--- src/design/sod_defines.svh ---
// Summary of operation
// - Opcode 61 pulls all registers, 18 clocks.
// - Opcode 60 stores all registers, 17 clocks.
// - Opcode 9D pulls flags, 4 hit, 5 miss.
// - Prefix F0 holds bus lock next instruction.
// - 8F/000 pop: reg 3/4, memory 5/5 clocks.
// - FF/110 push: reg 2, memory 4, miss 4.
// - D0-D3,C0-C1 /011 rotate: 6 hit or register miss, 10 memory miss.
`ifndef SOD_DEFINES_SVH
`define SOD_DEFINES_SVH
// Opcode bytes
`define SOD_OP_PULL_ALL 8'h61
`define SOD_OP_STORE_ALL 8'h60
`define SOD_OP_STORE_FLAGS 8'h9C
`define SOD_OP_PULL_FLAGS 8'h9D
`define SOD_OP_LOCK 8'hF0
`define SOD_OP_POP_RM 8'h8F
`define SOD_OP_PUSH_RM 8'hFF
// Rotate group: upper six bits of D0/D1/D2/D3 and upper seven bits of C0/C1
`define SOD_OP_ROT_D 6'h34
`define SOD_OP_ROT_C 7'h60
// ModRM reg field values
`define SOD_REG_POP 3'h0
`define SOD_REG_PUSH 3'h6
`define SOD_REG_RCR 3'h3
// Mod value for register operand
`define SOD_MOD_REG 2'h3
// Clock counts
`define SOD_CLK_PULL_ALL 5'h12
`define SOD_CLK_STORE_ALL 5'h11
`define SOD_CLK_STORE_FLAGS 5'h02
`define SOD_CLK_PF_HIT 5'h04
`define SOD_CLK_PF_MISS 5'h05
`define SOD_CLK_POP_REG 5'h03
`define SOD_CLK_POP_REG_MISS 5'h04
`define SOD_CLK_POP_MEM 5'h05
`define SOD_CLK_PUSH_REG 5'h02
`define SOD_CLK_PUSH_MEM 5'h04
`define SOD_CLK_RCR_HIT 5'h06
`define SOD_CLK_RCR_MISS 5'h0A
`endif

--- src/design/sod_pkg.sv ---
package sod_pkg;
	// Decoded instruction class
	typedef enum logic [7:0] {
		SOD_NONE = 8'h01,
		SOD_PULL_ALL = 8'h02,
		SOD_STORE_ALL = 8'h04,
		SOD_STORE_FLAGS = 8'h08,
		SOD_PULL_FLAGS = 8'h10,
		SOD_POP_RM = 8'h20,
		SOD_PUSH_RM = 8'h40,
		SOD_RCR = 8'h80
	} sod_class_t;
	// Sequencer states
	typedef enum logic [1:0] {
		SOD_IDLE = 2'h1,
		SOD_BUSY = 2'h2
	} sod_state_t;
endpackage

--- src/design/sod_cycle_counter.sv ---
`timescale 1ns/1ps
`include "sod_defines.svh"
module sod_cycle_counter (
	// Clock and reset
	input wire logic clk_in,
	input wire logic rst_in,
	// Load
	input wire logic load_in,
	input wire logic [4:0] count_in,
	// Status
	output logic last_out
);
	// Remaining clocks
	logic [4:0] remain;
	wire logic [4:0] next_remain = load_in ? count_in : (remain != 5'h00 ? remain - 5'h01 : 5'h00);
	// Countdown register
	always_ff @(posedge clk_in or posedge rst_in) begin
		if (rst_in) begin
			remain <= 5'h00;
		end else begin
			remain <= next_remain;
		end
	end
	// Final clock of the instruction
	assign last_out = (remain == 5'h01);
endmodule

--- src/design/sod_decode.sv ---
`timescale 1ns/1ps
`include "sod_defines.svh"
module sod_decode (
	// Clock and reset
	input wire logic clk_in,
	input wire logic rst_in,
	// Instruction bytes
	input wire logic issue_in,
	input wire logic [7:0] opcode_in,
	input wire logic [7:0] modrm_in,
	input wire logic protected_in,
	input wire logic cache_miss_in,
	// Memory access of the running instruction
	input wire logic mem_access_in,
	// Handshake
	output logic ready_out,
	output logic done_out,
	// Decode results
	output sod_pkg::sod_class_t class_out,
	output logic [4:0] clocks_out,
	output logic lock_out
);
	import sod_pkg::*;
	// Field split of the ModRM byte
	wire logic [1:0] mod_f = modrm_in[7:6];
	wire logic [2:0] reg_f = modrm_in[5:3];
	wire logic is_reg = (mod_f == `SOD_MOD_REG);
	// Rotate miss only counts with a memory operand; table counts same in both modes
	wire logic miss = cache_miss_in;
	wire logic mem_miss = miss & ~is_reg;
	// Opcode matches
	wire logic m_pa = (opcode_in == `SOD_OP_PULL_ALL);
	wire logic m_sa = (opcode_in == `SOD_OP_STORE_ALL);
	wire logic m_sf = (opcode_in == `SOD_OP_STORE_FLAGS);
	wire logic m_pf = (opcode_in == `SOD_OP_PULL_FLAGS);
	wire logic m_lk = (opcode_in == `SOD_OP_LOCK);
	wire logic m_pop = (opcode_in == `SOD_OP_POP_RM) && (reg_f == `SOD_REG_POP);
	wire logic m_push = (opcode_in == `SOD_OP_PUSH_RM) && (reg_f == `SOD_REG_PUSH);
	wire logic m_rcr = ((opcode_in[7:2] == `SOD_OP_ROT_D) || (opcode_in[7:1] == `SOD_OP_ROT_C))
		&& (reg_f == `SOD_REG_RCR);
	// Class selection
	wire sod_class_t dec_class = m_pa ? SOD_PULL_ALL :
		m_sa ? SOD_STORE_ALL :
		m_sf ? SOD_STORE_FLAGS :
		m_pf ? SOD_PULL_FLAGS :
		m_pop ? SOD_POP_RM :
		m_push ? SOD_PUSH_RM :
		m_rcr ? SOD_RCR : SOD_NONE;
	// Clock count selection
	wire logic [4:0] c_pf = miss ? `SOD_CLK_PF_MISS : `SOD_CLK_PF_HIT;
	wire logic [4:0] c_pop = is_reg ? (miss ? `SOD_CLK_POP_REG_MISS : `SOD_CLK_POP_REG)
		: `SOD_CLK_POP_MEM;
	wire logic [4:0] c_push = (is_reg && !miss) ? `SOD_CLK_PUSH_REG : `SOD_CLK_PUSH_MEM;
	wire logic [4:0] c_rcr = mem_miss ? `SOD_CLK_RCR_MISS : `SOD_CLK_RCR_HIT;
	wire logic [4:0] dec_clocks = m_pa ? `SOD_CLK_PULL_ALL :
		m_sa ? `SOD_CLK_STORE_ALL :
		m_sf ? `SOD_CLK_STORE_FLAGS :
		m_pf ? c_pf :
		m_pop ? c_pop :
		m_push ? c_push :
		m_rcr ? c_rcr : 5'h01;
	// Sequencer
	sod_state_t state;
	logic lock_armed;
	wire logic last;
	wire logic take = issue_in && (state == SOD_IDLE);
	wire logic take_instr = take && !m_lk;
	// Prefix is absorbed in one clock and arms the lock
	wire sod_state_t next_state = take_instr ? SOD_BUSY : ((state == SOD_BUSY && last) ? SOD_IDLE : state);
	assign ready_out = (state == SOD_IDLE);
	assign done_out = (state == SOD_BUSY) && last;
	sod_cycle_counter u_cnt (
		.clk_in(clk_in),
		.rst_in(rst_in),
		.load_in(take_instr),
		.count_in(dec_clocks),
		.last_out(last)
	);
	// State and result registers
	always_ff @(posedge clk_in or posedge rst_in) begin
		if (rst_in) begin
			state <= SOD_IDLE;
			class_out <= SOD_NONE;
			clocks_out <= 5'h00;
		end else begin
			state <= next_state;
			if (take_instr) begin
				class_out <= dec_class;
				clocks_out <= dec_clocks;
			end
		end
	end
	// Bus lock: armed by prefix, held during the next instruction's memory access
	always_ff @(posedge clk_in or posedge rst_in) begin
		if (rst_in) begin
			lock_armed <= 1'b0;
			lock_out <= 1'b0;
		end else begin
			if (take && m_lk) begin
				lock_armed <= 1'b1;
			end else if (done_out) begin
				lock_armed <= 1'b0;
			end
			lock_out <= lock_armed && (take_instr || (state == SOD_BUSY && !done_out)) && mem_access_in;
		end
	end
	// Miss flag of the previous clock, for the flag-pull check
	logic miss_q;
	always_ff @(posedge clk_in or posedge rst_in) begin
		if (rst_in) begin
			miss_q <= 1'b0;
		end else begin
			miss_q <= miss;
		end
	end
	// Checks
	pull_all_count_a: assert property (@(posedge clk_in) disable iff (rst_in)
		take_instr && m_pa |=> clocks_out == 5'h12) else $error("pull all count wrong");
	store_all_count_a: assert property (@(posedge clk_in) disable iff (rst_in)
		take_instr && m_sa |=> clocks_out == 5'h11) else $error("store all count wrong");
	store_flags_done_a: assert property (@(posedge clk_in) disable iff (rst_in)
		take_instr && m_sf |=> !done_out ##1 done_out) else $error("store flags timing wrong");
	pull_flags_cnt_a: assert property (@(posedge clk_in) disable iff (rst_in)
		take_instr && m_pf |=> clocks_out == (miss_q ? 5'h05 : 5'h04)) else $error("pull flags count");
	lock_prefix_a: assert property (@(posedge clk_in) disable iff (rst_in)
		take && m_lk |=> lock_armed && ready_out) else $error("lock not armed");
	pop_reg_cnt_a: assert property (@(posedge clk_in) disable iff (rst_in)
		take_instr && m_pop && is_reg && !miss |=> clocks_out == 5'h03) else $error("pop count");
	push_mem_cnt_a: assert property (@(posedge clk_in) disable iff (rst_in)
		take_instr && m_push && !is_reg |=> clocks_out == 5'h04) else $error("push count");
	rcr_miss_cnt_a: assert property (@(posedge clk_in) disable iff (rst_in)
		take_instr && m_rcr && mem_miss |=> clocks_out == 5'h0A) else $error("rotate count");
endmodule

--- config.mk ---
export PLATFORM = sky130hd
export DESIGN_NAME = sod_decode
export DESIGN_NICKNAME = d
export VERILOG_FILES = /design/src/design/sod_pkg.sv /design/src/design/sod_cycle_counter.sv /design/src/design/sod_decode.sv
export VERILOG_INCLUDE_DIRS = /design/src /design/src/design
export SDC_FILE = /design/constraint.sdc
export NUM_CORES = 1
export LEC_CHECK = 0
export BUFFER_PORTS_ARGS = -buffer_cell sky130_fd_sc_hd__buf_2
export CAP_MARGIN = 20
export CORE_UTILIZATION = 52
export DETAILED_ROUTE_END_ITERATION = 7
export PLACE_DENSITY_LB_ADDON = 0.05
export SETUP_SLACK_MARGIN = 0.1
export SYNTH_ARGS = -nofsm -noshare
export SYNTH_HDL_FRONTEND = slang
export SYNTH_SLANG_ARGS = --single-unit
--- constraint.sdc ---
create_clock -name clk_in -period 1.85 [get_ports clk_in]
set_input_delay 0.185 -clock clk_in [delete_from_list [all_inputs] [get_ports clk_in]]
set_output_delay 0.185 -clock clk_in [all_outputs]
set_load 0.02 [all_outputs]
### Yosys cells after proc, flatten, opt, wreduce, memory -nomap -nowiden

Index checks and enable logic that the tools add are counted.
W data, S select, Z words.

* register bits: 22
* output and inout bits: 16
* logic and storage cells: 69

* reduce and logical (&&, ||, !) cells: 20
* muxes and demuxes: 25
* bitwise logic cells: 2
* eq/ne operators: 15
* $add $sub $neg: 1

Operators by type and width (count)
* $mux W8: 7
* $eq A8 B8 Y1 const B: 5
* $mux W4: 6
* $mux W5: 4
* $eq A8 B7 Y1 const B: 2
* $logic_and A1 B1 Y1: 11
* $mux W3: 3
* $eq A7 B7 Y1 const B: 1
* $eq A6 B6 Y1 const B: 1
* $eq A5 B1 Y1 const B: 1
* $reduce_bool A5 Y1: 1
* $sub A5 B1 Y5 const B: 1
* $eq A2 B2 Y1 const B: 2
* $mux W2: 2
* $reduce_bool A2 Y1: 2
* $eq A3 B2 Y1 const B: 1
* $eq A3 B3 Y1 const B: 1
* $logic_not A1 Y1: 3
* $logic_not A3 Y1: 1
* $mux W1: 3
* $eq A2 B1 Y1 const B: 1
* $logic_or A1 B1 Y1: 2
* $and A1 B1 Y1: 1
* $not A1 Y1: 1

### Depth between registers and ports, before layout

Gate-level depths: netlist of the first run.

* depth after elaboration: 12
* mapped depth: 6

### Hierarchy

Synthesis of the first run repeated with hierarchy kept, for this count alone.

* cells, all modules: 142
* area total of the unflattened synthesis: 1328.8 µm²

By module, submodules not included
* sod_decode: cells each 113, area an instance 1017.2 µm², instances 1, sequential area each 427.9 µm²
* sod_cycle_counter: cells each 29, area an instance 311.5 µm², instances 1, sequential area each 125.1 µm²

### Worst setup path after synthesis of the first run

Ideal clock, no wire load.

* kind: reg2reg
* from: register u_cnt.remain[1]
* to: register lock_armed
* clock period less this slack: 2.003 ns
* data required time: 1.683 ns
* buffers on the path: 0
* cell stages (with the launch flop): 6
* library setup time: 0.167 ns
* arrival: 1.836 ns
* path slack: -0.153 ns
* path through: dfrtp_1 > inv_1 > ha_1 > or4b_1 > nor3b_1 > o22ai_1

* longest elaborated chain between the ends: 3

Ends and longest elaborated chain
* from (decl): RTL line sod_cycle_counter.sv:14 `logic [4:0] remain;`
* from (signal assigned): RTL line sod_cycle_counter.sv:21 `remain <= next_remain;`
* $eq A5 B1 Y1: RTL line sod_cycle_counter.sv:25 `assign last_out = (remain == 5'h01);`
* $logic_and A1 B1 Y1: RTL line sod_decode.sv:71 `assign done_out = (state == SOD_BUSY) && last;`
* named net done_out: RTL line sod_decode.sv:17 `output logic done_out,`
* $reduce_bool A2 Y1 (no source line)
* to (signal assigned): RTL line sod_decode.sv:96 `lock_armed <= 1'b0;`
* to (signal assigned): RTL line sod_decode.sv:100 `lock_armed <= 1'b1;`
* to (signal assigned): RTL line sod_decode.sv:102 `lock_armed <= 1'b0;`
* to (decl): RTL line sod_decode.sv:64 `logic lock_armed;`

The timed path passes the listed nets, and every way through them passes these cells.
A chain may end at the register's enable or synchronous reset.

### Worst setup path after layout of the first run

* from: register u_cnt.remain[1]
* to: output done_out

* longest elaborated chain between the ends: 2

Ends and longest elaborated chain (RTL line)
* $eq A5 B1 Y1: sod_cycle_counter.sv:25
* $logic_and A1 B1 Y1: sod_decode.sv:71
* to (decl): sod_decode.sv:17

No other way between the ends.

==> results of run 1 <==
critical path: cells and delay by family (launching register included):
kind | cells | cell delay [ps]
simple gates | 2 | 730
flops | 1 | 400
fa+ha+maj | 1 | 110
buf+inv | 2 | 230
routing by layer:
metal | routed length, µm | vias up | track usage (%)
met2 | 1560 | 43 | 44.6
li1 | - | 621 | -
met5 | 0 | - | 0
met3 | 161 | 4 | 5.37
met1 | 1440 | 614 | 29.9
met4 | 24 | 0 | 7.46
cell usage in the layout (no fill, tap or decap), drive strengths merged, types with 3 or more instances in the layout:
cell / n
a21oi: 3
a22oi: 4
buf: 40
clkbuf: 3
dfrtp: 20
inv: 9
nand2: 14
nand3b: 3
nand4bb: 5
nor2: 11
nor3: 4
o21ai: 10
o22ai: 4
or2: 3
layout make-up:
cell class	count	area (µm²)
fill	198	832
multi-input combinational	106	773
sequential	22	554
timing repair buffer	41	246
tap	30	37.5
inverter	9	33.8
clock buffer	3	22.5
report_power, final:
| group | switching, mW | internal, mW |
|---|---|---|
| Combinational | 0.0529 | 0.0331 |
| Clock | 0.141 | 0.0761 |
| Sequential | 0 | 0.481 |
| Total | 0.194 | 0.590 |
registers in the layout, indices dropped and copies added, names as in the netlist:
name / count
clocks_out: 5
u_cnt.remain: 5
class_out: 8
lock_armed: 1
state: 2
lock_out: 1
worst max path at each step:
| stage | from | end | depth (start not counted) |
|---|---|---|---|
| after detailed placement | u_cnt.remain[1]$_DFF_PP0_ | done_out | 5 |
| after floorplan | u_cnt.remain[1]$_DFF_PP0_ | lock_armed$_DFFE_PP0P_ | 5 |
| after CTS | u_cnt.remain[1]$_DFF_PP0_ | done_out | 5 |
| after global routing | u_cnt.remain[1]$_DFF_PP0_ | done_out | 5 |
| after global placement | u_cnt.remain[1]$_DFF_PP0_ | done_out | 5 |
| final | u_cnt.remain[1]$_DFF_PP0_ | done_out | 5 |
repair_timing:
| action | 4_1_cts | 5_1_grt |
|---|---|---|
| hold endpoints to repair | 20 | 0 |
| endpoints found under the setup margin | 1 | 5 |
| resized for setup | 5 | 4 |
| hold buffers | 1 | 0 |
| setup buffers | 2 | 1 |
| pin swaps | 1 | 1 |
cell families after synthesis:
| family | share of synthesized area [%] |
|---|---|
| DFF | 39.9 |
| AOI/OAI and AO/OA | 23.3 |
| muxes | 1.45 |
| and+or+nand+nor | 26.6 |
| adders and majority gates | 1.81 |
| xor gates and xnor gates | 0.632 |
| buffers and inverters | 6.32 |
metrics by stage:
stage	setup WS [ps]	TNS [ps]	cell area [µm²]	power, mW
5_1_grt	-152	-191	1670	0.812
3_3_place_gp	137	0	1580	0.571
3_5_place_dp	120	0	1580	0.573
6_report	-101	-101	1670	0.784
4_1_cts	-109	-109	1650	0.784
2_1_floorplan	114	0	1390	0.538
==> results_dict.tcl, run 1 <==
set metrics [dict create \
    status "finished, violations left" \
    violations "negative setup slack" \
    ioPinCount 38 \
    min_to "lock_out$_DFF_PP0_" \
    synth_edf_count 0 \
    area_growth_pct 20.4 \
    cts_buffer_depth 2 \
    num_rows 18 \
    worst_pin_slew_ps 491 \
    wl_per_cell_um 15.1 \
    synth_cells 143 \
    cts.htree.levels 1 \
    setup_violations 1 \
    synth_top_area_share_pct 36.1 \
    yosysSeqAreaShare_pct 39.9 \
    path_clk_slew_ps 120 \
    finalCritPeriodShare_pct 105 \
    p_per_area_nw_per_um2 470 \
    relSlewSlack_pct 66.8 \
    cp_max_fo 2 \
    hold_violations 0 \
    yosysMostFrequentCell "dfrtp_1" \
    rr_worst_depth 7 \
    first_pass_iters 4 \
    fin_util_pct 66.7 \
    fin_nets 207 \
    place_inst 204 \
    fmax_ghz 0.513 \
    leakage_nw 0.795 \
    cts_num_sinks 22 \
    drcViolationCount 0 \
    cts_buffers 3 \
    cp_cell_sequence "inv_2 > ha_4 > or4b_4 > nor3b_4 > buf_6" \
    slew_violations 0 \
    setup_slack_ps -101 \
    hold_class "input port to flip-flop" \
    initial_core_util_pct 55.4 \
    min_period_ps 1950 \
    critPathKind "flip-flop to output port" \
    viasPerCell 6.08 \
    synth-main-ff-cell "dfrtp_1" \
    synth_area_leader_cell "dfrtp_1" \
    synth_area_leaders "dfrtp_1 (36%), dfstp_2 (3.8%), nand2_1 (3.8%), buf_6 (3.3%), nand4bb_1 (3.3%)" \
    synth_area_um2 1390 \
    synthArstFlopShare_pct 100 \
    die-area_um2 2870 \
    antenna_found_initial 0 \
    antenna_cells 0 \
    rsz0062_at_grt "yes" \
    netlist_top_cells_count "dfrtp_1 (20), nand2_1 (14), nor2_1 (11)" \
    finalHoldWorstSlack_ps 86.4 \
    instances_no_fill 211 \
    avgSynthCellArea_um2 9.69 \
    grt_util_all_layers_pct 25.0 \
    reg2reg_slack_ps 170 \
    synth-seq-cells 22 \
    r2r-start "u_cnt.remain[1]$_DFF_PP0_" \
    cts_root_buf "clkbuf_4" \
    grt_pass1_vias 1152 \
    crit_path_max_incr_delay_ps 480 \
    chipHeight_um 53.6 \
    cp.required_ps 1660 \
    worstHoldStart "mem_access_in" \
    clock_latency_ps 310 \
    ant_nets 0 \
    grt_pass1_wl_um 5150 \
    ys_warn_count 0 \
    critPathCaptureType "output port" \
    numPortBuffers 33 \
    tritoncts "yes" \
    start_kind "flip-flop" \
    reg2reg_to "u_cnt.remain[0]$_DFF_PP0_" \
    cap_violations 0 \
    clock_skew_ps 11.1 \
    syn-num-nets 167 \
    core_area_um2 2500 \
    die_w_um 53.6 \
    vias 1282 \
    synth_cell_types 55 \
    crit_arrival_ps 1770 \
    drt_wl_total_um 3190 \
    grt_max_degree 23 \
    hold-path-cell-count 3 \
    drt_iter0_drc 31 \
    cpMaxStageDelayCell "or4b_4" \
    grt_overflow 0 \
    irDropWorstVdd_mv 0.453 \
    drive_above_1_share_pct 34.3 \
    hpwl_um 2410 \
    gp_congestion 0.866 \
]
No activity file was read; power rests on OpenSTA's default activity.
==> run 2, diff against run 1 <==
- CORE_ASPECT_RATIO: unset -> 0.9
==> results_dict.tcl, run 2 (synthesis results as in run 1) <==
set metrics [dict create \
    crit_arrival_ps 1780 \
    ant_nets 0 \
    die-area_um2 2870 \
    r2r-start "state[0]$_DFFE_PP1P_" \
    clock_latency_ps 310 \
    rsz0062_at_grt "yes" \
    grt_overflow 0 \
    path_clk_slew_ps 130 \
    drive_above_1_share_pct 36.2 \
    start_kind "flip-flop" \
    power_mw 0.841 \
    cts_buffer_depth 2 \
    regMostFlops "class_out" \
    die_w_um 56.4 \
    cp_max_fo 3 \
    top_regs "class_out: 8 flops, clocks_out: 5 flops, u_cnt.remain: 5 flops" \
    finalCritPeriodShare_pct 106 \
    ioPinCount 38 \
    grt_pass1_vias 1228 \
    vias 1299 \
    slew_violations 0 \
    setup_violations 1 \
    grt_util_all_layers_pct 25.1 \
    fin_util_pct 68.7 \
    final_cell_mix "buf_2 (32), dfrtp_1 (20), nand2_1 (14)" \
    fmax_ghz 0.508 \
    largest_reg_flops 8 \
    rr_worst_depth 4 \
    crit_start "u_cnt.remain[1]$_DFF_PP0_" \
    chipHeight_um 51.0 \
    cts_root_buf "clkbuf_4" \
    hold-path-cell-count 3 \
    hpwl_um 2480 \
    worst_pin_slew_ps 393 \
    fin_nets 210 \
    p_per_area_nw_per_um2 492 \
    instances_no_fill 213 \
    num_rows 17 \
    relSlewSlack_pct 73.1 \
    final_common_cell "buf_2" \
    critPathKind "flip-flop to output port" \
    initial_core_util_pct 55.7 \
    dp_slack_ps 135 \
    irDropWorstVdd_mv 0.348 \
    core_area_um2 2490 \
    antenna_cells 0 \
    hold_class "input port to flip-flop" \
    drt_wl_total_um 3390 \
    min_period_ps 1970 \
    cts.htree.levels 1 \
    reg2reg_slack_ps 200 \
    leakage_nw 0.828 \
    hold_violations 0 \
    gp_congestion 0.823 \
    wl_per_cell_um 15.9 \
    first_pass_iters 4 \
    cts_num_sinks 22 \
    violations "negative setup slack" \
    setup_slack_ps -118 \
    grt_pass1_wl_um 5600 \
    drt_iter0_drc 77 \
    min_to "lock_out$_DFF_PP0_" \
    numPortBuffers 33 \
    cp.required_ps 1660 \
    critPathCaptureType "output port" \
    place_inst 205 \
    cap_violations 0 \
    clock_skew_ps 10.7 \
    nFillCells 193 \
    multi_input_area_um2 795 \
    cts_buffers 3 \
    area_growth_pct 23.4 \
    worstHoldStart "mem_access_in" \
    viasPerCell 6.10 \
    grt_max_degree 23 \
    register_area_um2 553 \
    antenna_found_initial 0 \
    drcViolationCount 0 \
    tritoncts "yes" \
    status "finished, violations left" \
    reg2reg_to "class_out[1]$_DFFE_PP0P_" \
]
==> run 2: power by group <==
| group | switching, mW | internal, mW |
|---|---|---|
| combinational | 0.0539 | 0.0332 |
| clock | 0.153 | 0.120 |
| sequential | 0 | 0.481 |
==> run 2: how the worst max path moves through the flow <==
stage	to	slack [ps]	cells after the start
floorplan	lock_armed$_DFFE_PP0P_	110	5
global placement	done_out	160	5
global route	done_out	-170	5
detailed placement	done_out	130	5
CTS	done_out	-120	5
finish	done_out	-120	5
==> run 2: area by class of cell <==
cell class              instances  area share, %
repair buffers                 44           15.0
inverters                       9           1.98
flip-flops and latches         22           32.4
well taps                      28           2.05
clock buffers                   4           2.12
multi-input cells             106           46.5
==> run 2: metrics by stage <==
stage | hold WS (ps) | cell area, µm² | TNS [ps]
detailed placement | 236 | 1590 | 0
finish | 83.4 | 1710 | -118
floorplan | 173 | 1390 | 0
CTS | 88.9 | 1690 | -120
global route | 91.4 | 1710 | -173
global placement | 231 | 1590 | 0
==> run 2: repair_timing <==
action | 4_1_cts | 5_1_grt
gates resized for setup | 8 | 3
endpoints found under the setup margin | 1 | 10
setup buffers | 3 | 2
hold buffers | 1 | 0
pin swaps | 1 | 0
endpoints found under the hold margin | 20 | 0
==> run 2: critical path, stage by stage (launching register included) <==
cell and delay (ps):
dfrtp_1 410, inv_2 80, ha_4 120, or4b_4 490
nor3b_4 230, buf_6 150
==> run 2: metal layers <==
| layer | share of wire (%) | vias up | GRT usage [%] |
|---|---|---|---|
| met5 | 0 | - | 0 |
| met4 | 1.2 | 0 | 8.13 |
| met3 | 4.6 | 6 | 3.04 |
| met2 | 46 | 45 | 41.1 |
| met1 | 48 | 621 | 35.0 |
| li1 | - | 627 | - |
